==> src/kbd_code_pkg.sv <==
/*
  Constants, types and the register map shared by the keyboard code and
  break generator.
  Assumes a 200 MHz mclk_i and an AXI4-Lite master with 32-bit data.
*/
package kbd_code_pkg;

  localparam int unsigned CLK_MHZ         = 200;
  localparam int unsigned BRK_DETECT_MS   = 140;
  localparam int unsigned BRK_SPACE_A_MS  = 225;
  localparam int unsigned BRK_SPACE_B_MS  = 200;
  localparam int unsigned BRK_DETECT_CYC  = BRK_DETECT_MS * 1000 * CLK_MHZ;
  localparam int unsigned BRK_SPACE_A_CYC = BRK_SPACE_A_MS * 1000 * CLK_MHZ;
  localparam int unsigned BRK_SPACE_B_CYC = BRK_SPACE_B_MS * 1000 * CLK_MHZ;
  localparam int unsigned PULSE_CYC       = 100000;

  // register byte offsets
  localparam logic [7:0] CTRL_OFS   = 8'h00;
  localparam logic [7:0] STATUS_OFS = 8'h04;
  localparam logic [7:0] CHAR_OFS   = 8'h08;

  // control fields
  localparam int unsigned CTRL_PARITY_BIT  = 0;
  localparam int unsigned CTRL_VARIANT_BIT = 1;
  localparam int unsigned CTRL_RELEASE_BIT = 2;
  localparam logic [31:0] CTRL_RESET       = 32'h0000_0000;

  // status fields
  localparam int unsigned ST_BUSY_BIT    = 0;
  localparam int unsigned ST_RXBRK_BIT   = 1;
  localparam int unsigned ST_HOLD_BIT    = 2;
  localparam int unsigned ST_BRKSEND_BIT = 3;

  localparam logic [1:0] RESP_OKAY   = 2'b00;
  localparam logic [1:0] RESP_SLVERR = 2'b10;

  typedef enum logic [1:0] {
    SRC_NONE   = 2'b00,
    SRC_KEY    = 2'b01,
    SRC_TAPE   = 2'b10,
    SRC_ANSWER = 2'b11
  } src_sel_t;

  typedef struct packed {
    logic [7:0] code;
    logic       shift;
    logic       ctrl;
  } key_in_t;

  typedef struct packed {
    logic [31:0] addr;
    logic [31:0] wdata;
    logic [3:0]  wstrb;
  } axil_wr_t;

endpackage

==> src/kbd_code_break_gen.sv <==
/*
  Keyboard code and break generator top: selects a code source, shifts
  the eight pulses onto the send line, times breaks, and conditions the
  receive line onto the selector output. AXI4-Lite register slave.
  Assumes all inputs synchronous to mclk_i; a modem outside keys tones.
*/
`timescale 1ns/10ps
module kbd_code_break_gen
  import kbd_code_pkg::*;
#(
  parameter int unsigned DETECT_CYC  = BRK_DETECT_CYC,
  parameter int unsigned SPACE_A_CYC = BRK_SPACE_A_CYC,
  parameter int unsigned SPACE_B_CYC = BRK_SPACE_B_CYC,
  parameter int unsigned BIT_CYC     = PULSE_CYC
) (
  input  wire logic                  mclk_i,
  input  wire logic                  rst_i,
  // character sources
  input  wire kbd_code_pkg::key_in_t key_i,
  input  wire logic                  key_strobe_i,
  input  wire logic [7:0]            tape_holes_i,
  input  wire logic                  tape_strobe_i,
  input  wire logic [7:0]            answer_drum_i,
  input  wire logic                  answer_strobe_i,
  output logic                       char_ready_o,
  // break and line control
  input  wire logic                  break_key_i,
  input  wire logic                  break_release_button_i,
  input  wire logic                  rx_break_detected_i,
  input  wire logic                  line_connected_i,
  input  wire logic                  copy_enable_i,
  input  wire logic                  rx_demod_i,
  output logic                       send_line_o,
  output logic                       selector_on_o,
  // AXI4-Lite slave
  input  wire logic [31:0]           s_awaddr_i,
  input  wire logic                  s_awvalid_i,
  output logic                       s_awready_o,
  input  wire logic [31:0]           s_wdata_i,
  input  wire logic [3:0]            s_wstrb_i,
  input  wire logic                  s_wvalid_i,
  output logic                       s_wready_o,
  output logic [1:0]                 s_bresp_o,
  output logic                       s_bvalid_o,
  input  wire logic                  s_bready_i,
  input  wire logic [31:0]           s_araddr_i,
  input  wire logic                  s_arvalid_i,
  output logic                       s_arready_o,
  output logic [31:0]                s_rdata_o,
  output logic [1:0]                 s_rresp_o,
  output logic                       s_rvalid_o,
  input  wire logic                  s_rready_i
);

  import kbd_code_pkg::*;

  typedef enum logic [1:0] {
    TX_IDLE  = 2'b00,
    TX_PULSE = 2'b01,
    TX_BREAK = 2'b11
  } tx_state_t;

  localparam int unsigned TW = 32;

  logic [7:0]  key_pulses;
  logic [31:0] ctrl_reg, next_ctrl_reg;

  kbd_code_encoder u_enc (
    .key_i           (key_i),
    .parity_fitted_i (ctrl_reg[CTRL_PARITY_BIT]),
    .pulses_o        (key_pulses)
  );

  // ******************************************************************
  // register file and AXI4-Lite slave
  // ******************************************************************
  logic [7:0]  last_char, next_last_char;
  logic        aw_held, next_aw_held, w_held, next_w_held;
  logic [31:0] aw_addr, next_aw_addr;
  logic [31:0] w_data, next_w_data;
  logic [3:0]  w_strb, next_w_strb;
  logic        bvalid, next_bvalid;
  logic [1:0]  bresp, next_bresp;
  logic        rvalid, next_rvalid;
  logic [31:0] rdata, next_rdata;
  logic [1:0]  rresp, next_rresp;
  logic        release_pulse;
  logic [31:0] status_word;

  logic       rx_break_latch, next_rx_break_latch;
  logic       hold_latch, next_hold_latch;
  logic       hold_armed, next_hold_armed;

  tx_state_t  tx_state, next_tx_state;
  logic [7:0] shift_reg, next_shift_reg;
  logic [3:0] pulse_idx, next_pulse_idx;
  logic [TW-1:0] tx_cnt, next_tx_cnt;
  logic [TW-1:0] brk_cnt, next_brk_cnt;
  logic       send_level, next_send_level;
  logic       sel_reg, next_sel_reg;

  assign s_awready_o = !aw_held && !bvalid;
  assign s_wready_o  = !w_held && !bvalid;
  assign s_arready_o = !rvalid;
  assign s_bvalid_o  = bvalid;
  assign s_bresp_o   = bresp;
  assign s_rvalid_o  = rvalid;
  assign s_rdata_o   = rdata;
  assign s_rresp_o   = rresp;

  always_comb begin
    status_word                 = 32'h0000_0000;
    status_word[ST_BUSY_BIT]    = (tx_state != TX_IDLE);
    status_word[ST_RXBRK_BIT]   = rx_break_latch;
    status_word[ST_HOLD_BIT]    = hold_latch;
    status_word[ST_BRKSEND_BIT] = (tx_state == TX_BREAK);
  end

  always_comb begin
    next_aw_held  = aw_held;
    next_aw_addr  = aw_addr;
    next_w_held   = w_held;
    next_w_data   = w_data;
    next_w_strb   = w_strb;
    next_bvalid   = bvalid;
    next_bresp    = bresp;
    next_ctrl_reg = ctrl_reg;
    next_rvalid   = rvalid;
    next_rdata    = rdata;
    next_rresp    = rresp;
    release_pulse = 1'b0;
    if (s_awvalid_i && s_awready_o) begin
      next_aw_held = 1'b1;
      next_aw_addr = s_awaddr_i;
    end
    if (s_wvalid_i && s_wready_o) begin
      next_w_held = 1'b1;
      next_w_data = s_wdata_i;
      next_w_strb = s_wstrb_i;
    end
    if (aw_held && w_held) begin
      next_aw_held = 1'b0;
      next_w_held  = 1'b0;
      next_bvalid  = 1'b1;
      next_bresp   = RESP_OKAY;
      if (aw_addr[7:0] == CTRL_OFS && aw_addr[31:8] == 24'h00_0000) begin
        if (w_strb[0]) begin
          next_ctrl_reg[1:0] = w_data[1:0];
          release_pulse      = w_data[CTRL_RELEASE_BIT];
        end
      end else begin
        next_bresp = RESP_SLVERR;
      end
    end
    if (bvalid && s_bready_i) begin
      next_bvalid = 1'b0;
    end
    if (s_arvalid_i && s_arready_o) begin
      next_rvalid = 1'b1;
      next_rresp  = RESP_OKAY;
      if (s_araddr_i[31:8] != 24'h00_0000) begin
        next_rdata = 32'h0000_0000;
        next_rresp = RESP_SLVERR;
      end else begin
        unique case (s_araddr_i[7:0])
          CTRL_OFS:   next_rdata = {30'h0000_0000, ctrl_reg[1:0]};
          STATUS_OFS: next_rdata = status_word;
          CHAR_OFS:   next_rdata = {24'h00_0000, last_char};
          default: begin
            next_rdata = 32'h0000_0000;
            next_rresp = RESP_SLVERR;
          end
        endcase
      end
    end else if (rvalid && s_rready_i) begin
      next_rvalid = 1'b0;
    end
  end

  // ******************************************************************
  // break latches
  // ******************************************************************
  logic variant_b;
  assign variant_b = ctrl_reg[CTRL_VARIANT_BIT];

  always_comb begin
    // release clears; a break arriving the same cycle still wins
    next_rx_break_latch = rx_break_latch;
    if (release_pulse || break_release_button_i) begin
      next_rx_break_latch = 1'b0;
    end
    if (rx_break_detected_i) begin
      next_rx_break_latch = 1'b1;
    end
    next_hold_latch = hold_latch;
    next_hold_armed = hold_armed;
    // once armed the latch holds itself regardless of connect
    if (variant_b && !hold_armed && line_connected_i) begin
      next_hold_latch = 1'b1;
      next_hold_armed = 1'b1;
    end
    if (variant_b && hold_latch && break_key_i) begin
      next_hold_latch = 1'b0;
    end
    if (variant_b && tx_state == TX_BREAK && brk_cnt == TW'(1)) begin
      next_hold_latch = 1'b1;
    end
  end

  // ******************************************************************
  // distributor and break timer
  // ******************************************************************
  logic       start_char;
  src_sel_t   src;
  logic [7:0] src_pulses;
  logic       send_block;

  assign send_block   = rx_break_latch || (variant_b && !copy_enable_i);
  assign char_ready_o = (tx_state == TX_IDLE) && !send_block;

  always_comb begin
    src        = SRC_NONE;
    src_pulses = 8'h00;
    if (key_strobe_i) begin
      src        = SRC_KEY;
      src_pulses = key_pulses;
    end else if (tape_strobe_i) begin
      src        = SRC_TAPE;
      src_pulses = tape_holes_i;
    end else if (answer_strobe_i) begin
      src        = SRC_ANSWER;
      src_pulses = answer_drum_i;
    end
  end
  assign start_char = char_ready_o && (src != SRC_NONE);

  always_comb begin
    next_tx_state   = tx_state;
    next_shift_reg  = shift_reg;
    next_pulse_idx  = pulse_idx;
    next_tx_cnt     = tx_cnt;
    next_brk_cnt    = brk_cnt;
    next_last_char  = last_char;
    next_send_level = 1'b1;
    // break key held: count toward recognition in the first variant
    if (!variant_b && break_key_i && tx_state != TX_BREAK) begin
      if (brk_cnt < TW'(DETECT_CYC)) begin
        next_brk_cnt = brk_cnt + TW'(1);
      end
    end else if (tx_state != TX_BREAK) begin
      next_brk_cnt = '0;
    end
    unique case (tx_state)
      TX_IDLE: begin
        if (start_char) begin
          next_tx_state  = TX_PULSE;
          next_shift_reg = src_pulses;
          next_last_char = src_pulses;
          next_pulse_idx = 4'h0;
          next_tx_cnt    = TW'(BIT_CYC - 1);
          next_send_level = src_pulses[0];
        end
      end
      TX_PULSE: begin
        next_send_level = shift_reg[0];
        if (tx_cnt == '0) begin
          if (pulse_idx == 4'h7) begin
            next_tx_state   = TX_IDLE;
            next_send_level = 1'b1;
          end else begin
            next_shift_reg  = {1'b0, shift_reg[7:1]};
            next_pulse_idx  = pulse_idx + 4'h1;
            next_tx_cnt     = TW'(BIT_CYC - 1);
            next_send_level = shift_reg[1];
          end
        end else begin
          next_tx_cnt = tx_cnt - TW'(1);
        end
      end
      TX_BREAK: begin
        next_send_level = 1'b0;
        next_brk_cnt    = brk_cnt - TW'(1);
        if (brk_cnt == TW'(1)) begin
          next_tx_state   = TX_IDLE;
          next_send_level = 1'b1;
          next_brk_cnt    = '0;
        end
      end
    endcase
    if (tx_state != TX_BREAK) begin
      if (!variant_b && brk_cnt == TW'(DETECT_CYC - 1) && break_key_i) begin
        next_tx_state   = TX_BREAK;
        next_brk_cnt    = TW'(SPACE_A_CYC);
        next_send_level = 1'b0;
      end else if (variant_b && hold_latch && break_key_i) begin
        next_tx_state   = TX_BREAK;
        next_brk_cnt    = TW'(SPACE_B_CYC);
        next_send_level = 1'b0;
      end
    end
    // blocked sending shunts the contacts to steady mark, except a break already under way when only a receive break blocks
    if (rx_break_latch && tx_state != TX_BREAK) begin
      next_send_level = 1'b1;
    end
    if (variant_b && !copy_enable_i) begin
      next_send_level = 1'b1;
    end
  end

  // receive driver: copy off forces idle mark, output is strictly binary
  assign next_sel_reg = copy_enable_i ? rx_demod_i : 1'b1;
  assign send_line_o   = send_level;
  assign selector_on_o = sel_reg;

  always_ff @(posedge mclk_i) begin
    if (rst_i) begin
      ctrl_reg       <= CTRL_RESET;
      last_char      <= 8'h00;
      aw_held        <= 1'b0;
      aw_addr        <= 32'h0000_0000;
      w_held         <= 1'b0;
      w_data         <= 32'h0000_0000;
      w_strb         <= 4'h0;
      bvalid         <= 1'b0;
      bresp          <= RESP_OKAY;
      rvalid         <= 1'b0;
      rdata          <= 32'h0000_0000;
      rresp          <= RESP_OKAY;
      rx_break_latch <= 1'b0;
      hold_latch     <= 1'b0;
      hold_armed     <= 1'b0;
      tx_state       <= TX_IDLE;
      shift_reg      <= 8'h00;
      pulse_idx      <= 4'h0;
      tx_cnt         <= '0;
      brk_cnt        <= '0;
      send_level     <= 1'b1;
      sel_reg        <= 1'b1;
    end else begin
      ctrl_reg       <= next_ctrl_reg;
      last_char      <= next_last_char;
      aw_held        <= next_aw_held;
      aw_addr        <= next_aw_addr;
      w_held         <= next_w_held;
      w_data         <= next_w_data;
      w_strb         <= next_w_strb;
      bvalid         <= next_bvalid;
      bresp          <= next_bresp;
      rvalid         <= next_rvalid;
      rdata          <= next_rdata;
      rresp          <= next_rresp;
      rx_break_latch <= next_rx_break_latch;
      hold_latch     <= next_hold_latch;
      hold_armed     <= next_hold_armed;
      tx_state       <= next_tx_state;
      shift_reg      <= next_shift_reg;
      pulse_idx      <= next_pulse_idx;
      tx_cnt         <= next_tx_cnt;
      brk_cnt        <= next_brk_cnt;
      send_level     <= next_send_level;
      sel_reg        <= next_sel_reg;
    end
  end

endmodule // kbd_code_break_gen

==> src/kbd_code_encoder.sv <==
/*
  Keyboard encoder: turns a key code plus shift and control into the
  eight code pulses. Pure combinational.
  Assumes key code bit 0 is pulse one and key code bit 7 is ignored.
*/
`timescale 1ns/10ps
module kbd_code_encoder
  import kbd_code_pkg::*;
(
  input  wire kbd_code_pkg::key_in_t key_i,
  input  wire logic                  parity_fitted_i,
  output logic [7:0]                 pulses_o
);

  logic [6:0] base;
  logic [6:0] mod;
  logic       base_p8;

  always_comb begin
    base     = key_i.code[6:0];
    mod      = base;
    mod[4]   = base[4] ^ key_i.shift;
    if (key_i.ctrl) begin
      mod[6] = 1'b0;
    end
    base_p8  = parity_fitted_i ? ^base : 1'b1;
    pulses_o = {base_p8, mod};
    if (parity_fitted_i && (key_i.shift ^ key_i.ctrl)) begin
      pulses_o[7] = ^mod;
    end
    // both modifiers: pulse eight kept at its unmodified value
    if (key_i.shift && key_i.ctrl) begin
      pulses_o[7] = base_p8;
    end
  end

endmodule // kbd_code_encoder

==> config.mk <==
export PLATFORM = sky130hd
export DESIGN_NAME = kbd_code_break_gen
export DESIGN_NICKNAME = d
export VERILOG_FILES = /design/src/kbd_code_pkg.sv /design/src/kbd_code_break_gen.sv /design/src/kbd_code_encoder.sv
export SDC_FILE = /design/constraint.sdc
export NUM_CORES = 1
export LEC_CHECK = 0
export ABC_AREA = 1
export BUFFER_PORTS_ARGS = -buffer_cell sky130_fd_sc_hd__buf_2
export CAP_MARGIN = 5
export CORE_MARGIN = 2
export CORE_UTILIZATION = 55
export DETAILED_ROUTE_END_ITERATION = 16
export GPL_ROUTABILITY_DRIVEN = 0
export GPL_TIMING_DRIVEN = 0
export PLACE_DENSITY_LB_ADDON = 0.12
export SYNTH_ARGS = -nofsm -noshare
export SYNTH_HDL_FRONTEND = slang
export SYNTH_SLANG_ARGS = --single-unit
==> constraint.sdc <==
create_clock -name mclk_i -period 3.05 [get_ports mclk_i]
set_input_delay 0.915 -clock mclk_i [delete_from_list [all_inputs] [get_ports mclk_i]]
set_output_delay 0.915 -clock mclk_i [all_outputs]
set_load 0.05 [all_outputs]
==> flow_summary.ini <==
[status]
status = complete, no violations

[synth]
synthesis.area_um2 = 8922
synthMuxAreaShare_pct = 0
synth.avg_cell_area_um2 = 6.323
synth_ff_type = dfxtp_1
yosysSeqAreaShare_pct = 32.09
yosysUniqueCellTypes = 49
synth_seq_cells = 143
synth_xor_area_share_pct = 3.730
synth_top_family_by_area = simple AND/OR/NAND/NOR gates
ys_warn_count = 0
synth-compound-area-share_pct = 14.25
post_synth_fa_ha_maj_area_fraction_pct = 0.9816
yosys.area_share.simple_pct = 38.07
synth_cells = 1411
synth_edf_count = 0
ys_async_sr_fraction_pct = 0

[die]
rows = 46
dieArea_um2 = 17260
coreArea_um2 = 15890
ios = 186
dieWidth_um = 131.4
die_h_um = 131.4
start_util_pct = 56.17

[global_routing]
grt.total_usage_pct = 29.86
gr-total-overflow = 0
grt_max_degree = 17
grt_pass1_vias = 8874
antenna_found_initial = 0
grt_pass1_wl_um = 42060

[clocking]
cts_resized = 0
cts_tree = yes
path_clk_slew_ns = 0.06
clockRootBuffer = clkbuf_16
cts_buffers = 17
post_cts_buffers = 0
cts_buffer_depth = 2
cts_htree_levels = 4
hold_buffers = 0
insertion_delay_ns = 0.44
cts.sinks = 143

[worst_setup_path]
crit_type = in2out
path_max_fanout = 2
worstPathArrival_ns = 1.64
crit_path_frequent_cell = buf_2
required_ns = 2.13
startpoint_type = input pin
endpoint_kind = output pin
crit_path_top_delay_cell = or2_1
cp_slowest_stage_delay_ns = 0.24
path_cells = buf_2, or2_1, nand3_1, inv_2, buf_2

[sta]
timing.final.crit_share_pct = 83.71
fin_worst_skew_ns = 0.009506
fin_setup_tns_ns = 0
worst_pin_slew_ns = 0.7373
finalSetupViolCount = 0
hold_violations = 0
fmax_mhz = 391.7
rsz0062_at_grt = false
slew_headroom_pct = 50.84
slew_viol_final = 0
period_minus_slack_ns = 2.553

[routing]
vias_per_cell = 5.363
antenna_left = 0
num_vias = 9701
drt_iter0_drc = 849
drc = 0
dr.pass1.iters = 5
wl_per_cell_um = 14.18
totalWireLength_um = 25660

[power]
p_leak_nw = 4.895
pwr_density_cell_nw_per_um2 = 508.7
ir_drop_v = 0.0004047

[cells_and_area]
largestRegisters = aw_addr (32), brk_cnt (32), tx_cnt (32)
nets = 1729
antenna-diode-count = 0
nFillCells = 1489
syn2layout_area_growth_pct = 18.05
drive_above_1_share_pct = 17.45
fin_util_pct = 66.30

[run]
drv_cap = 0

[placed_design]
portBuffers = 125
dp_hpwl_um = 19320

[worst_hold_path]
hold_class = reg2reg
==> through the flow <==
| step | total power [mW] | setup slack, ns | hold WS [ns] | cells | instance area [um^2] |
|---|---|---|---|---|---|
| 2_1_floorplan | 2.884 | 0.6567 | 0.4268 | 1436 | 9016 |
| 3_3_place_gp | 3.152 | 0.3911 | 0.4402 | 1777 | 9912 |
| 3_5_place_dp | 3.173 | 0.3629 | 0.4491 | 1777 | 9912 |
| 4_1_cts | 5.358 | 0.5038 | 0.4581 | 1809 | 10530 |
| 5_1_grt | 5.579 | 0.4773 | 0.4778 | 1809 | 10530 |
| 6_report | 5.358 | 0.4970 | 0.4603 | 1809 | 10530 |
==> critical path: cells and delay by family <==
kind / cells / cell delay (ns)
simple gates: 2 / 0.33
buf+inv: 3 / 0.38
==> path summary, 6_finish.rpt <==
check	start	end	slack [ns]	depth (start not counted)
hold reg to reg	s_rdata_o[0]$_SDFFE_PP0P_	s_rdata_o[0]$_SDFFE_PP0P_	0.46	2
setup reg to reg	brk_cnt[0]$_SDFF_PP0_	brk_cnt[0]$_SDFF_PP0_	0.71	8
setup / recovery	copy_enable_i	char_ready_o	0.50	5
hold / removal	s_rdata_o[0]$_SDFFE_PP0P_	s_rdata_o[0]$_SDFFE_PP0P_	0.46	2
==> layout make-up <==
type                       count  area [um^2]  share of cell area (%)
buffer                        85        496.7                   4.716
clock buffer                  17        425.4                   4.039
multi-input combinational   1083         5186                   49.24
clock inverter                15        195.2                   1.853
sequential                   143         2863                   27.18
timing repair buffer         125        625.6                   5.940
tap                          216        270.3                   2.566
inverter                     125        470.5                   4.467
==> per-layer routing <==
layer	global-route usage, %	wire length (um)	share of wire [%]
met1	37.75	10960	43
met5	0	0	0
met4	12.14	781	3.0
met3	4.552	1788	7.0
met2	51.05	12130	47
==> placed cells by master, fill, tap and decap left out, drive strengths merged, types with 5 or more instances in the layout <==
| cell type | netlist | routed |
|---|---|---|
| ha | 7 | 7 |
| xor2 | 28 | 28 |
| clkbuf | 25 | 42 |
| clkinv | 2 | 7 |
| a21oi | 114 | 114 |
| o21ai | 98 | 98 |
| nand2 | 309 | 309 |
| nand3 | 97 | 97 |
| or2 | 16 | 16 |
| nand4 | 44 | 44 |
| a31oi | 5 | 5 |
| conb | 1 | 26 |
| buf | 60 | 185 |
| inv | 123 | 131 |
| nor2 | 276 | 276 |
| nor3 | 28 | 28 |
| dfxtp | 143 | 143 |
| xnor2 | 10 | 10 |
==> synth_stat cells, drive strengths merged, types with 2 or more instances <==
library cell,instances,area share (%)
nand3,97,5.7
nor2,276,12
nand4,44,3.2
a22o,2,0.20
or2,16,1.1
a31o,3,0.29
inv,123,5.2
a22oi,2,0.17
o31ai,3,0.41
clkinv,2,0.098
nor4,2,0.14
ha,7,0.98
clkbuf,25,1.1
o21ai,98,5.5
a31oi,5,0.35
a21oi,114,6.5
nand3b,2,0.17
nor3b,2,0.17
xnor2,10,0.98
xor2,28,2.7
nor3,28,1.7
buf,60,4.5
dfxtp,143,32
nand2,309,13
o211ai,2,0.17
a211oi,3,0.25
==> logic make-up after synthesis <==
group	Yosys count
fa+ha+maj	7
flops	143
xor+xnor	38
other cells	1
buf+inv	210
simple gates	776
compound gates	236
==> power by group <==
| part | total, mW | internal, mW | switching [mW] | leakage, nW |
|---|---|---|---|---|
| sequential | 2.07 | 1.99 | 0.0868 | 1.17 |
| clock | 2.20 | 1.25 | 0.953 | 0.306 |
| combinational | 1.08 | 0.359 | 0.720 | 3.42 |
| total | 5.36 | 3.60 | 1.76 | 4.89 |
No activity file was read; power rests on OpenSTA's default activity.
